<file path="src/logic/tsd_pkg.sv">
package tsd_pkg;
  // byte-stream framing
  localparam int TSD_BYTES_PER_WORD = 3;
  localparam int TSD_WORD_W = 24;
  // prescaler moduli
  localparam int TSD_DOWN_PRESCALE = 64;
  localparam int TSD_UP_PRESCALE = 16;
  // main divider fields
  localparam int TSD_A_LSB = 2;
  localparam int TSD_A_W = 7;
  localparam int TSD_B_LSB = 9;
  localparam int TSD_B_W = 11;
  // reference divider fields
  localparam int TSD_DOWN_R_LSB = 2;
  localparam int TSD_DOWN_R_W = 12;
  localparam int TSD_UP_R_LSB = 2;
  localparam int TSD_UP_R_W = 10;
  // control register I fields
  localparam int TSD_WAKE_BIT = 19;
  localparam int TSD_UP_CP_LSB = 8;
  localparam int TSD_DOWN_CP_LSB = 12;
  localparam int TSD_CP_W = 3;
  // address patterns: byte-0 high nibble plus low two bits
  localparam logic [3:0] TSD_HI_DIV = 4'h0;
  localparam logic [3:0] TSD_HI_REF = 4'h1;
  localparam logic [3:0] TSD_HI_CTL1 = 4'h4;
  localparam logic [3:0] TSD_HI_CTL2 = 4'h5;
  localparam logic [3:0] TSD_HI_CTL3 = 4'h6;
  localparam logic [1:0] TSD_LO_DOWN_MAIN = 2'h1;
  localparam logic [1:0] TSD_LO_DOWN_REF = 2'h0;
  localparam logic [1:0] TSD_LO_UP_MAIN = 2'h3;
  localparam logic [1:0] TSD_LO_UP_REF = 2'h2;
  localparam logic [1:0] TSD_LO_CTL = 2'h1;
  localparam logic [1:0] TSD_LO_CTL3 = 2'h3;
  // reset values
  localparam logic TSD_WAKE_RST = 1'b0;
  localparam logic [2:0] TSD_CP_RST = 3'h1;
  localparam logic [10:0] TSD_B_RST = 11'h002;
  localparam logic [6:0] TSD_A_RST = 7'h00;
  localparam logic [11:0] TSD_R_RST = 12'h002;

  typedef struct packed {
    logic [10:0] b_count;
    logic [6:0] a_count;
    logic [11:0] r_count;
  } tsd_synth_t;

  typedef struct packed {
    logic wake;
    logic [2:0] up_pump_current;
    logic [2:0] down_pump_current;
  } tsd_ctrl_t;

  typedef struct packed {
    logic ctl2_seen;
    logic ctl3_seen;
  } tsd_fixed_t;
endpackage

</file>
<file path="src/logic/tsd_regs.sv">
`timescale 1ns/1ps
module tsd_regs
  import tsd_pkg::*;
(
  input wire logic clk,
  input wire logic resetn,
  input wire logic frame_start,
  input wire logic byte_valid,
  input wire logic [7:0] byte_data,
  output tsd_synth_t down_synth,
  output tsd_synth_t up_synth,
  output logic [16:0] down_synth_n,
  output logic [14:0] up_synth_n,
  output tsd_ctrl_t ctrl,
  output tsd_fixed_t fixed_seen,
  output logic word_applied
);

  logic [1:0] cnt_q, cnt_d;
  logic [15:0] hold_q, hold_d;
  tsd_synth_t down_q, down_d, up_q, up_d;
  logic [16:0] down_n_q, down_n_d;
  logic [14:0] up_n_q, up_n_d;
  tsd_ctrl_t ctrl_q, ctrl_d;
  tsd_fixed_t fix_q, fix_d;
  logic applied_q, applied_d;
  logic [23:0] word;
  logic word_done;
  logic hit_down_main;
  logic hit_down_ref;
  logic hit_up_main;
  logic hit_up_ref;
  logic hit_ctl1;
  logic hit_ctl2;
  logic hit_ctl3;

  function automatic logic [16:0] tsd_n(input logic [10:0] b, input logic [6:0] a, input int p);
    logic [16:0] prod;
    prod = 17'(b) * 17'(p);
    tsd_n = prod + 17'(a);
  endfunction

  // only the address bits steer a word; other fixed bits go unchecked
  function automatic logic tsd_match(input logic [23:0] w, input logic [3:0] hi, input logic [1:0] lo);
    tsd_match = (w[23:20] == hi) && (w[1:0] == lo);
  endfunction

  assign word = {hold_q, byte_data};
  // frame start wins, so a byte in its cycle is dropped
  assign word_done = byte_valid && !frame_start && (cnt_q == 2'(TSD_BYTES_PER_WORD - 1));

  assign hit_down_main = word_done && tsd_match(word, TSD_HI_DIV, TSD_LO_DOWN_MAIN);
  assign hit_down_ref = word_done && tsd_match(word, TSD_HI_REF, TSD_LO_DOWN_REF);
  assign hit_up_main = word_done && tsd_match(word, TSD_HI_DIV, TSD_LO_UP_MAIN);
  assign hit_up_ref = word_done && tsd_match(word, TSD_HI_REF, TSD_LO_UP_REF);
  assign hit_ctl1 = word_done && tsd_match(word, TSD_HI_CTL1, TSD_LO_CTL);
  assign hit_ctl2 = word_done && tsd_match(word, TSD_HI_CTL2, TSD_LO_CTL);
  assign hit_ctl3 = word_done && tsd_match(word, TSD_HI_CTL3, TSD_LO_CTL3);

  always_comb
  begin
    cnt_d = cnt_q;
    hold_d = hold_q;
    // a new start drops any partial group
    if (frame_start)
    begin
      cnt_d = 2'h0;
    end
    else if (byte_valid)
    begin
      if (word_done)
      begin
        cnt_d = 2'h0;
      end
      else
      begin
        hold_d = {hold_q[7:0], byte_data};
        cnt_d = cnt_q + 2'h1;
      end
    end
  end

  always_ff @(posedge clk or negedge resetn)
  begin
    if (!resetn)
    begin
      cnt_q <= 2'h0;
      hold_q <= 16'h0000;
    end
    else
    begin
      cnt_q <= cnt_d;
      hold_q <= hold_d;
    end
  end

  always_comb
  begin
    down_d = down_q;
    if (hit_down_main)
    begin
      down_d.a_count = word[TSD_A_LSB +: TSD_A_W];
      down_d.b_count = word[TSD_B_LSB +: TSD_B_W];
    end
    else if (hit_down_ref)
    begin
      down_d.r_count = word[TSD_DOWN_R_LSB +: TSD_DOWN_R_W];
    end
    // modulus is a constant, no register can change it
    down_n_d = tsd_n(down_d.b_count, down_d.a_count, TSD_DOWN_PRESCALE);
  end

  always_ff @(posedge clk or negedge resetn)
  begin
    if (!resetn)
    begin
      down_q <= '{b_count: TSD_B_RST, a_count: TSD_A_RST, r_count: TSD_R_RST};
      down_n_q <= 17'(TSD_DOWN_PRESCALE * TSD_B_RST + TSD_A_RST);
    end
    else
    begin
      down_q <= down_d;
      down_n_q <= down_n_d;
    end
  end

  always_comb
  begin
    up_d = up_q;
    if (hit_up_main)
    begin
      up_d.a_count = word[TSD_A_LSB +: TSD_A_W];
      up_d.b_count = word[TSD_B_LSB +: TSD_B_W];
    end
    else if (hit_up_ref)
    begin
      up_d.r_count = {2'h0, word[TSD_UP_R_LSB +: TSD_UP_R_W]};
    end
    // top bits drop; a legal up word never reaches them
    up_n_d = 15'(tsd_n(up_d.b_count, up_d.a_count, TSD_UP_PRESCALE));
  end

  always_ff @(posedge clk or negedge resetn)
  begin
    if (!resetn)
    begin
      up_q <= '{b_count: TSD_B_RST, a_count: TSD_A_RST, r_count: TSD_R_RST};
      up_n_q <= 15'(TSD_UP_PRESCALE * TSD_B_RST + TSD_A_RST);
    end
    else
    begin
      up_q <= up_d;
      up_n_q <= up_n_d;
    end
  end

  always_comb
  begin
    ctrl_d = ctrl_q;
    if (hit_ctl1)
    begin
      ctrl_d.wake = word[TSD_WAKE_BIT];
      ctrl_d.up_pump_current = word[TSD_UP_CP_LSB +: TSD_CP_W];
      ctrl_d.down_pump_current = word[TSD_DOWN_CP_LSB +: TSD_CP_W];
    end
  end

  always_ff @(posedge clk or negedge resetn)
  begin
    if (!resetn)
    begin
      ctrl_q <= '{wake: TSD_WAKE_RST, up_pump_current: TSD_CP_RST, down_pump_current: TSD_CP_RST};
    end
    else
    begin
      ctrl_q <= ctrl_d;
    end
  end

  always_comb
  begin
    fix_d = fix_q;
    // sticky until reset: nothing in the word stream clears them
    if (hit_ctl2)
    begin
      fix_d.ctl2_seen = 1'b1;
    end
    if (hit_ctl3)
    begin
      fix_d.ctl3_seen = 1'b1;
    end
  end

  always_ff @(posedge clk or negedge resetn)
  begin
    if (!resetn)
    begin
      fix_q <= '0;
    end
    else
    begin
      fix_q <= fix_d;
    end
  end

  always_comb
  begin
    // an unknown pattern updates nothing and raises no pulse
    applied_d = hit_down_main || hit_down_ref || hit_up_main || hit_up_ref
      || hit_ctl1 || hit_ctl2 || hit_ctl3;
  end

  always_ff @(posedge clk or negedge resetn)
  begin
    if (!resetn)
    begin
      applied_q <= 1'b0;
    end
    else
    begin
      applied_q <= applied_d;
    end
  end

  assign down_synth = down_q;
  assign up_synth = up_q;
  assign down_synth_n = down_n_q;
  assign up_synth_n = up_n_q;
  assign ctrl = ctrl_q;
  assign fixed_seen = fix_q;
  assign word_applied = applied_q;

endmodule

</file>
<file path="config.mk">
export PLATFORM = sky130hd
export DESIGN_NAME = tsd_regs
export DESIGN_NICKNAME = d
export VERILOG_FILES = /design/src/logic/tsd_pkg.sv /design/src/logic/tsd_regs.sv
export SDC_FILE = /design/constraint.sdc
export NUM_CORES = 1
export LEC_CHECK = 0
export BUFFER_PORTS_ARGS = -buffer_cell sky130_fd_sc_hd__buf_2
export CORE_MARGIN = 5
export CORE_UTILIZATION = 40
export DETAILED_ROUTE_END_ITERATION = 16
export GPL_ROUTABILITY_DRIVEN = 0
export MAX_ROUTING_LAYER = met4
export PLACE_DENSITY = 0.6
export SYNTH_ARGS = -nofsm -noshare
export SYNTH_HDL_FRONTEND = slang
export SYNTH_SLANG_ARGS = --single-unit
</file>
<file path="constraint.sdc">
create_clock -name clk -period 3.8 [get_ports clk]
set_input_delay 0.76 -clock clk [delete_from_list [all_inputs] [get_ports clk]]
set_output_delay 0.76 -clock clk [all_outputs]
set_load 0.02 [all_outputs]
</file>
# Word level (Yosys, flattened, before mapping)
# Index checks and enable logic that the tools add are counted.
# word_totals
inputBits	12
rom_bits	0
latchBits	0
mem_bits_rw	0
n_memories	0
register_bits	118
word_cells	65
out_inout_bits	102
# op_classes
n_bitwise	4
n_reduce_logical	29
magnitude_cmp	0
mul	0
add_sub_neg	3
n_shift	0
div_mod_pow	0
muxes	5
n_eq_ne	8
# ops
operator	count
$mux W18	2
$add A17 B7 Y17	1
$logic_and A1 B1 Y1	16
$add A15 B7 Y15	1
$eq A4 B3 Y1 const B	3
$eq A2 B2 Y1 const B	3
$logic_or A1 B1 Y1	6
$mux W2	3
$eq A4 B1 Y1 const B	1
$logic_not A4 Y1	1
$not A1 Y1	4
$reduce_and A2 Y1	2
$reduce_and A3 Y1	1
$add A2 B1 Y2 const B	1
$eq A2 B1 Y1 const B	1
$logic_not A2 Y1	1
$reduce_bool A2 Y1	1
$logic_not A1 Y1	1

# Logic depth before layout (Yosys ltp)
# Gate-level depths: netlist of run 1.
# logic_depth
ltp_word	10
depth_mapped	13
mapped_depth_nobuf	11

# Worst setup path before layout of run 1
# OpenSTA, ideal clock, no wires.
# synth_timing
path_type	input to register
start	input port byte_valid
end	register up_n_q[14] (netlist: up_synth_n[14])
required_time_ns	3.721
setup_ns	0.079
arrival_time_ns	3.552
path_buffers	2
setup_slack_ns	0.168
path_stages	13
path_cell_list	nor4bb_1 > buf_2 > nand4_4 > buf_1 > mux2_2 > ha_1 > inv_1 > fa_1 > inv_1 > a21o_1 > or4b_2 > xor2_1 > mux2i_1
# synth_lines
item	line_no	source
start, declared	tsd_regs.sv:8	input wire logic byte_valid,
end signal, assigned	tsd_regs.sv:148	up_n_q <= 15'(TSD_UP_PRESCALE * TSD_B_RST + TSD_A_RST);
end signal, assigned	tsd_regs.sv:153	up_n_q <= up_n_d;
end, declared	tsd_regs.sv:23	logic [14:0] up_n_q, up_n_d;

==> results of run 1 <==
power groups by stage:
| stage | combinational, W | clock (W) | sequential [W] |
|---|---|---|---|
| after floorplan | 0.000140 | 0 | 0.00131 |
| after global placement | 0.000219 | 0 | 0.00134 |
| after detailed placement | 0.000223 | 0 | 0.00135 |
| after CTS | 0.000223 | 0.000912 | 0.00132 |
| after global routing | 0.000242 | 0.000959 | 0.00133 |
| final | 0.000218 | 0.000879 | 0.00132 |
flip-flops by register name (all words and copies together), names as in the netlist:
| signal | flops |
|---|---|
| word_applied | 1 |
| up_synth_n | 15 |
| fixed_seen | 2 |
| down_synth | 24 |
| up_synth | 24 |
| down_synth_n | 17 |
| hold_q | 16 |
| ctrl | 7 |
| cnt_q | 2 |
synth_stat cells (all sizes together) (2+ instances only):
| cell | n | area share (%) |
|---|---|---|
| dfrtp | 100 | 53 |
| mux2 | 77 | 18 |
| buf | 20 | 2.7 |
| xor2 | 19 | 3.5 |
| nand3 | 16 | 1.7 |
| nand2 | 13 | 1.0 |
| inv | 11 | 0.88 |
| mux2i | 11 | 2.3 |
| nor2 | 10 | 0.80 |
| xnor2 | 10 | 1.9 |
| a21oi | 8 | 0.85 |
| dfstp | 8 | 4.5 |
| nor3 | 7 | 0.85 |
| clkbuf | 6 | 0.48 |
| ha | 5 | 1.3 |
| nand4 | 4 | 0.85 |
| a21o | 3 | 0.48 |
| nand2b | 3 | 0.40 |
| nor2b | 3 | 0.40 |
| and4 | 2 | 0.37 |
| nand3b | 2 | 0.32 |
| o21ai | 2 | 0.21 |
per-stage QoR:
step	instance area [um2]	utilization [%]	power, W	hold WS (ns)	worst slack (ns)
2_1_floorplan	4710	-	0.00145	0.464	0.168
3_3_place_gp	5380	46.9	0.00156	0.445	0.167
3_5_place_dp	5380	46.9	0.00157	0.449	0.170
4_1_cts	5670	49.4	0.00246	0.466	0.519
5_1_grt	5670	49.4	0.00254	0.485	0.384
6_report	5670	49.4	0.00242	0.465	0.526
worst max-delay path: cells and delay by family:
family	cells	cell delay, ns
AO/OA/AOI/OAI	1	0.15
XOR/XNOR	1	0.16
adder cells (fa/ha/maj)	1	0.35
buffers and inverters	3	0.50
multiplexers	2	0.46
AND/OR/NAND/NOR	3	1.15
cells by family (layout without fill, tap and decap cells):
family	count (synthesis)	in the layout	share of synthesized area (%)
buffers and inverters	37	147	4.10
multiplexers	88	88	20.8
AO/OA/AOI/OAI	15	15	2.00
AND/OR/NAND/NOR	67	67	8.22
adder cells (fa/ha/maj)	6	6	1.76
flip-flops	108	108	57.7
other	1	3	0.0797
XOR/XNOR	29	29	5.40
path summary, 6_finish.rpt:
check / depth (start not counted) / startpoint / endpoint
setup / recovery: 11 / frame_start / up_synth_n[14]$_DFF_PN0_
hold / removal: 1 / fixed_seen[1]$_DFFE_PN0P_ / fixed_seen[1]$_DFFE_PN0P_
setup reg to reg: 10 / cnt_q[0]$_DFFE_PN0P_ / up_synth_n[14]$_DFF_PN0_
hold reg to reg: 1 / fixed_seen[1]$_DFFE_PN0P_ / fixed_seen[1]$_DFFE_PN0P_
max in group asynchronous: 2 / resetn / ctrl[3]$_DFFE_PN1P_
min in group asynchronous: 1 / resetn / up_synth[22]$_DFF_PN0_
final cells by class:
| cell class | count | area, um2 | share of cell area, % |
|---|---|---|---|
| well taps | 143 | 179 | 3.16 |
| clock buffers | 10 | 239 | 4.22 |
| repair buffers | 120 | 638 | 11.3 |
| diodes | 1 | 2.50 | 0.0441 |
| multi-input cells | 207 | 1810 | 31.9 |
| flip-flops and latches | 108 | 2710 | 47.8 |
| inverters | 11 | 41.3 | 0.728 |
| clock inverters | 6 | 47.5 | 0.839 |
per-layer routing:
metal	share of wire, %	wire [um]	vias to the layer above	track usage, %
li1	-	-	1414	-
met1	44	4630	1495	20.5
met2	49	5230	89	25.6
met3	6.4	683	10	5.11
met4	1.0	106	0	3.19
met5	0	0	-	-
==> qor.txt, run 1 <==
Status = finished clean
Post-Syn Area = 0.00470 mm2
# rows = 39
Max Slew Vio Count = 0
Final Hold Viols = 0
Vias per cell = 4.96
Avg Synthesized Cell Area = 13.4 um2
Reg2reg setup slack = 0.63 ns
Fill count = 1050
Seq/Total Area, Yosys = 57.7%
Critical Path AT = 3.54 ns
Clock skew = 0.0113 ns
Final setup viols = 0
Syn Inst Count = 351
Setup TNS = 0 ns
Crit Path Category = input pin to register
Max-cap viol count = 0
Number of H-tree levels = 3
Num Clock Sinks = 108
Antenna violations before repair = 1
Clk root buf = clkbuf_16
Crit-path most repeated cell = buf_4
EDFF count, synth = 0
Nets = 475
Flop and latch count out of synthesis = 108
First-pass GRT wire length = 17700 um
Layout area overhead = 20.5%
Slowest stage delay, CP = 0.61 ns
Worst path required time = 4.06 ns
Largest net degree at the start of global routing = 61
Library cells used by synthesis = 37
Core Area = 0.0115 mm2
Peak Freq = 0.305 GHz
FFs w/ async S/R, synth = 100%
Crit-path max FO = 6
Clk_lat worst skew = 0.34 ns
Power per cell area = 427 mW/mm2
Grt ovf = 0
Dpl hpwl = 7590 um
Clock share of power = 36.3%
Hold Buf Count CTS = 0
Post-CTS resize count = 0
DIE AREA = 0.0140 mm2
CTS buffer count = 9
DR WL/cell = 17.6 um
GR Util All Layers = 16.1%
Cell count after placement = 589
Setup repair bufs after CTS = 0
Worst Hold Class = register to register
Clk slew on worst S/H paths = 0.06 ns
DRC errors left = 0
Starting Density = 41.0%
YS warnings = 0
RSZ-0062 raised after global routing = no
Commonest register cell after synthesis = dfrtp_1
Period Utilization, post-route = 86.2%
Drt pass-1 iters = 4
Switching Fraction = 26.7%
Worst-Margin Slew = 0.778 ns
Rel. slew slack = 48.1%
DRT Wirelength = 10600 um
Combinational Power Share = 9.0%
IO Port Bufs = 111
Crit. End Element = register
Share of layout cells above drive strength 1 = 49.4%
Leakage = 3.04 nW
Setup crit start kind = input pin
Commonest non-fill, non-tap cells in the layout = 110 x buf_2, 100 x dfrtp_1, 77 x mux2_2
Sw Pwr = 0.000645 W
Final Non-Filler Cells = 606
Slowest cell on the critical path = or4b_2
Routed via count = 3008
DIE WIDTH = 118 um
1st-iter DRT viols = 213
CTS Buffer Depth = 2
Final min period = 3.27 ns
Seq pwr share = 54.6%
Peak supply drop = 0.347 mV
Commonest non-fill, non-tap cell in the layout = buf_2
Die Height = 118 um
Int Pwr = 0.00178 W
Detail Route Antenna Nets = 0
# IOs = 114
CTS tree = built
Vias in the first global route = 3310
Critical path, cell by cell = buf_2 > nor4bb_1 > buf_4 > and4_1 > buf_4 > mux2_2 > ha_1 > a21o_1 > or4b_2 > xor2_1 > mux2i_1
No activity file was read; power rests on OpenSTA's default activity.
==> inputs of run 2 (changes only) <==
==> constraint.sdc (replaced) <==
create_clock -name clk -period 3.6 [get_ports clk]
set_input_delay 0.72 -clock clk [delete_from_list [all_inputs] [get_ports clk]]
set_output_delay 0.72 -clock clk [all_outputs]
set_load 0.02 [all_outputs]
==> run 2 against run 1 <==
Net effect: critical path depth is the same; routed wire length down 0.25%; largest cell class unchanged; combinational power rose by 6%; total power rose by 6.8%; sequential share of layout area is 0.11 points lower; flip-flop and latch count unchanged.
==> qor.txt, run 2 (same netlist as run 1, synthesis figures left out) <==
Detail Route Antenna Nets = 0 (unchanged)
Die Height = 118 um (unchanged)
R2R depth = 10 (unchanged)
Max Slew Vio Count = 0 (unchanged)
Sw Pwr = 0.000665 W (+3.1%)
Clk root buf = clkbuf_16
Crit Path Category = input pin to register
Routed via count = 3033 (+0.83%)
1st-iter DRT viols = 84 (-61%)
Dpl hpwl = 7620 um (+0.44%)
CTS tree = built
Worst Hold Class = input pin to async pin
Critical Path AT = 3.51 ns (-0.03 ns)
Final Hold Viols = 0 (unchanged)
Grt ovf = 0 (unchanged)
Clock share of power = 37.2% (+0.9 points)
Post-CTS resize count = 0 (unchanged)
Worst hold margin = 0.410 ns (-0.0552 ns)
# rows = 39 (unchanged)
Combinational Power Share = 8.9% (about the same)
Footprint of the multi-input gates = 0.00181 mm2 (unchanged)
Clk slew on worst S/H paths = 0.07 ns (about the same)
DIE WIDTH = 118 um (unchanged)
Placed instance area = 0.00540 mm2 (+0.28%)
Layout area overhead = 20.8%
DRC errors left = 0 (unchanged)
Antenna violations before repair = 0 (-1)
Switching Fraction = 25.7% (-0.93 points)
Largest net degree at the start of global routing = 56 (-8.2%)
Leakage = 3.04 nW (+0.11%)
Number of H-tree levels = 3 (unchanged)
Setup repair bufs after CTS = 0 (unchanged)
Final setup viols = 0 (unchanged)
ANT cells = 0 (-1)
IO Port Bufs = 111 (unchanged)
Max-cap viol count = 0 (unchanged)
RSZ-0062 raised after global routing = no
Final min period = 3.24 ns
Worst path required time = 3.87 ns (-0.19 ns)
Power per cell area = 455 mW/mm2 (+6.6%)
CTS buffer count = 9 (unchanged)
Peak Freq = 0.308 GHz
Crit. End Element = register
DRT Wirelength = 10600 um (-0.25%)
Register Area = 0.00271 mm2 (unchanged)
First-pass GRT wire length = 17800 um (+0.86%)
Core Area = 0.0115 mm2 (unchanged)
Peak supply drop = 0.232 mV (-33%)
Clk_lat worst skew = 0.34 ns (about the same)
Vias in the first global route = 3289 (-0.63%)
Clock skew = 0.00469 ns (-0.00664 ns)
DIE AREA = 0.0140 mm2 (unchanged)
Cell area after layout = 0.00568 mm2 (+0.22%)
Starting Density = 41.0% (unchanged)
Worst-Margin Slew = 0.681 ns (-0.0971 ns)
Fill count = 1021 (-2.8%)
Drt pass-1 iters = 4 (unchanged)
Status = finished clean
Fin util = 49.5% (+0.11 points)
Commonest non-fill, non-tap cells in the layout = 110 x buf_2, 100 x dfrtp_1, 77 x mux2_2
Commonest non-fill, non-tap cell in the layout = buf_2
# IOs = 114 (unchanged)
DR WL/cell = 17.5 um (-0.42%)
Crit-path max FO = 6 (unchanged)
Seq pwr share = 53.9% (-0.7 points)
Int Pwr = 0.00192 W (+8.2%)
Rel. slew slack = 54.6% (+6.5 points)
Num Clock Sinks = 108 (unchanged)
Nets = 477 (+0.42%)
GR Util All Layers = 16.4% (+0.27 points)
CTS Buffer Depth = 2 (unchanged)
Period Utilization, post-route = 90.1%
Vias per cell = 5.00 (+0.67%)
Hold Buf Count CTS = 0 (unchanged)
Setup crit start kind = input pin
Share of layout cells above drive strength 1 = 48.9% (-0.43 points)
run 2: per-stage QoR:
| step | worst slack, ns | power [W] | cells | TNS [ns] |
|---|---|---|---|---|
| 2_1_floorplan | 0.00848 | 0.00153 | 352 | 0 |
| 3_3_place_gp | 0.00310 | 0.00165 | 591 | 0 |
| 3_5_place_dp | -0.00498 | 0.00165 | 591 | -0.00498 |
| 4_1_cts | 0.364 | 0.00262 | 607 | 0 |
| 5_1_grt | 0.286 | 0.00270 | 607 | 0 |
| 6_report | 0.357 | 0.00259 | 607 | 0 |
run 2: final timing paths:
check / endpoint / slack [ns] / from
setup / recovery: up_synth_n[14]$_DFF_PN0_ / 0.36 / frame_start
hold / removal: up_synth_n[8]$_DFF_PN0_ / 0.41 / resetn
setup reg to reg: up_synth_n[14]$_DFF_PN0_ / 0.40 / cnt_q[0]$_DFFE_PN0P_
hold reg to reg: fixed_seen[1]$_DFFE_PN0P_ / 0.46 / fixed_seen[1]$_DFFE_PN0P_
max in group asynchronous: ctrl[0]$_DFFE_PN1P_ / 2.42 / resetn
min in group clk: fixed_seen[1]$_DFFE_PN0P_ / 0.46 / fixed_seen[1]$_DFFE_PN0P_
run 2: power groups by stage:
stage	Combinational, W	Clock (W)	Sequential, W
floorplan	0.000148	0	0.00138
global placement	0.000231	0	0.00142
detailed placement	0.000235	0	0.00142
CTS	0.000236	0.000991	0.00140
global route	0.000255	0.00104	0.00141
finish	0.000230	0.000962	0.00139
run 2: per-layer routing:
| layer | track usage (%) | share of wire (%) | vias up |
|---|---|---|---|
| met5 | - | 0 | - |
| met4 | 5.32 | 1.5 | 0 |
| met3 | 3.44 | 5.0 | 12 |
| met2 | 26.3 | 49 | 82 |
| met1 | 20.8 | 45 | 1526 |
| li1 | - | - | 1413 |
run 2: final cells by class:
cell class / count / area share, %
multi-input combinational: 207 / 31.8
clock buffer: 12 / 4.16
timing repair buffer: 122 / 11.5
sequential: 108 / 47.7
inverter: 11 / 0.727
clock inverter: 4 / 0.881
tap: 143 / 3.15
run 2: critical path, cell delays in order:
cell	delay, ns
buf_2	0.12
nor4bb_1	0.30
buf_4	0.21
and4_1	0.23
buf_4	0.17
mux2_2	0.36
ha_1	0.36
a21o_1	0.15
or4b_2	0.60
xor2_1	0.16
mux2i_1	0.12
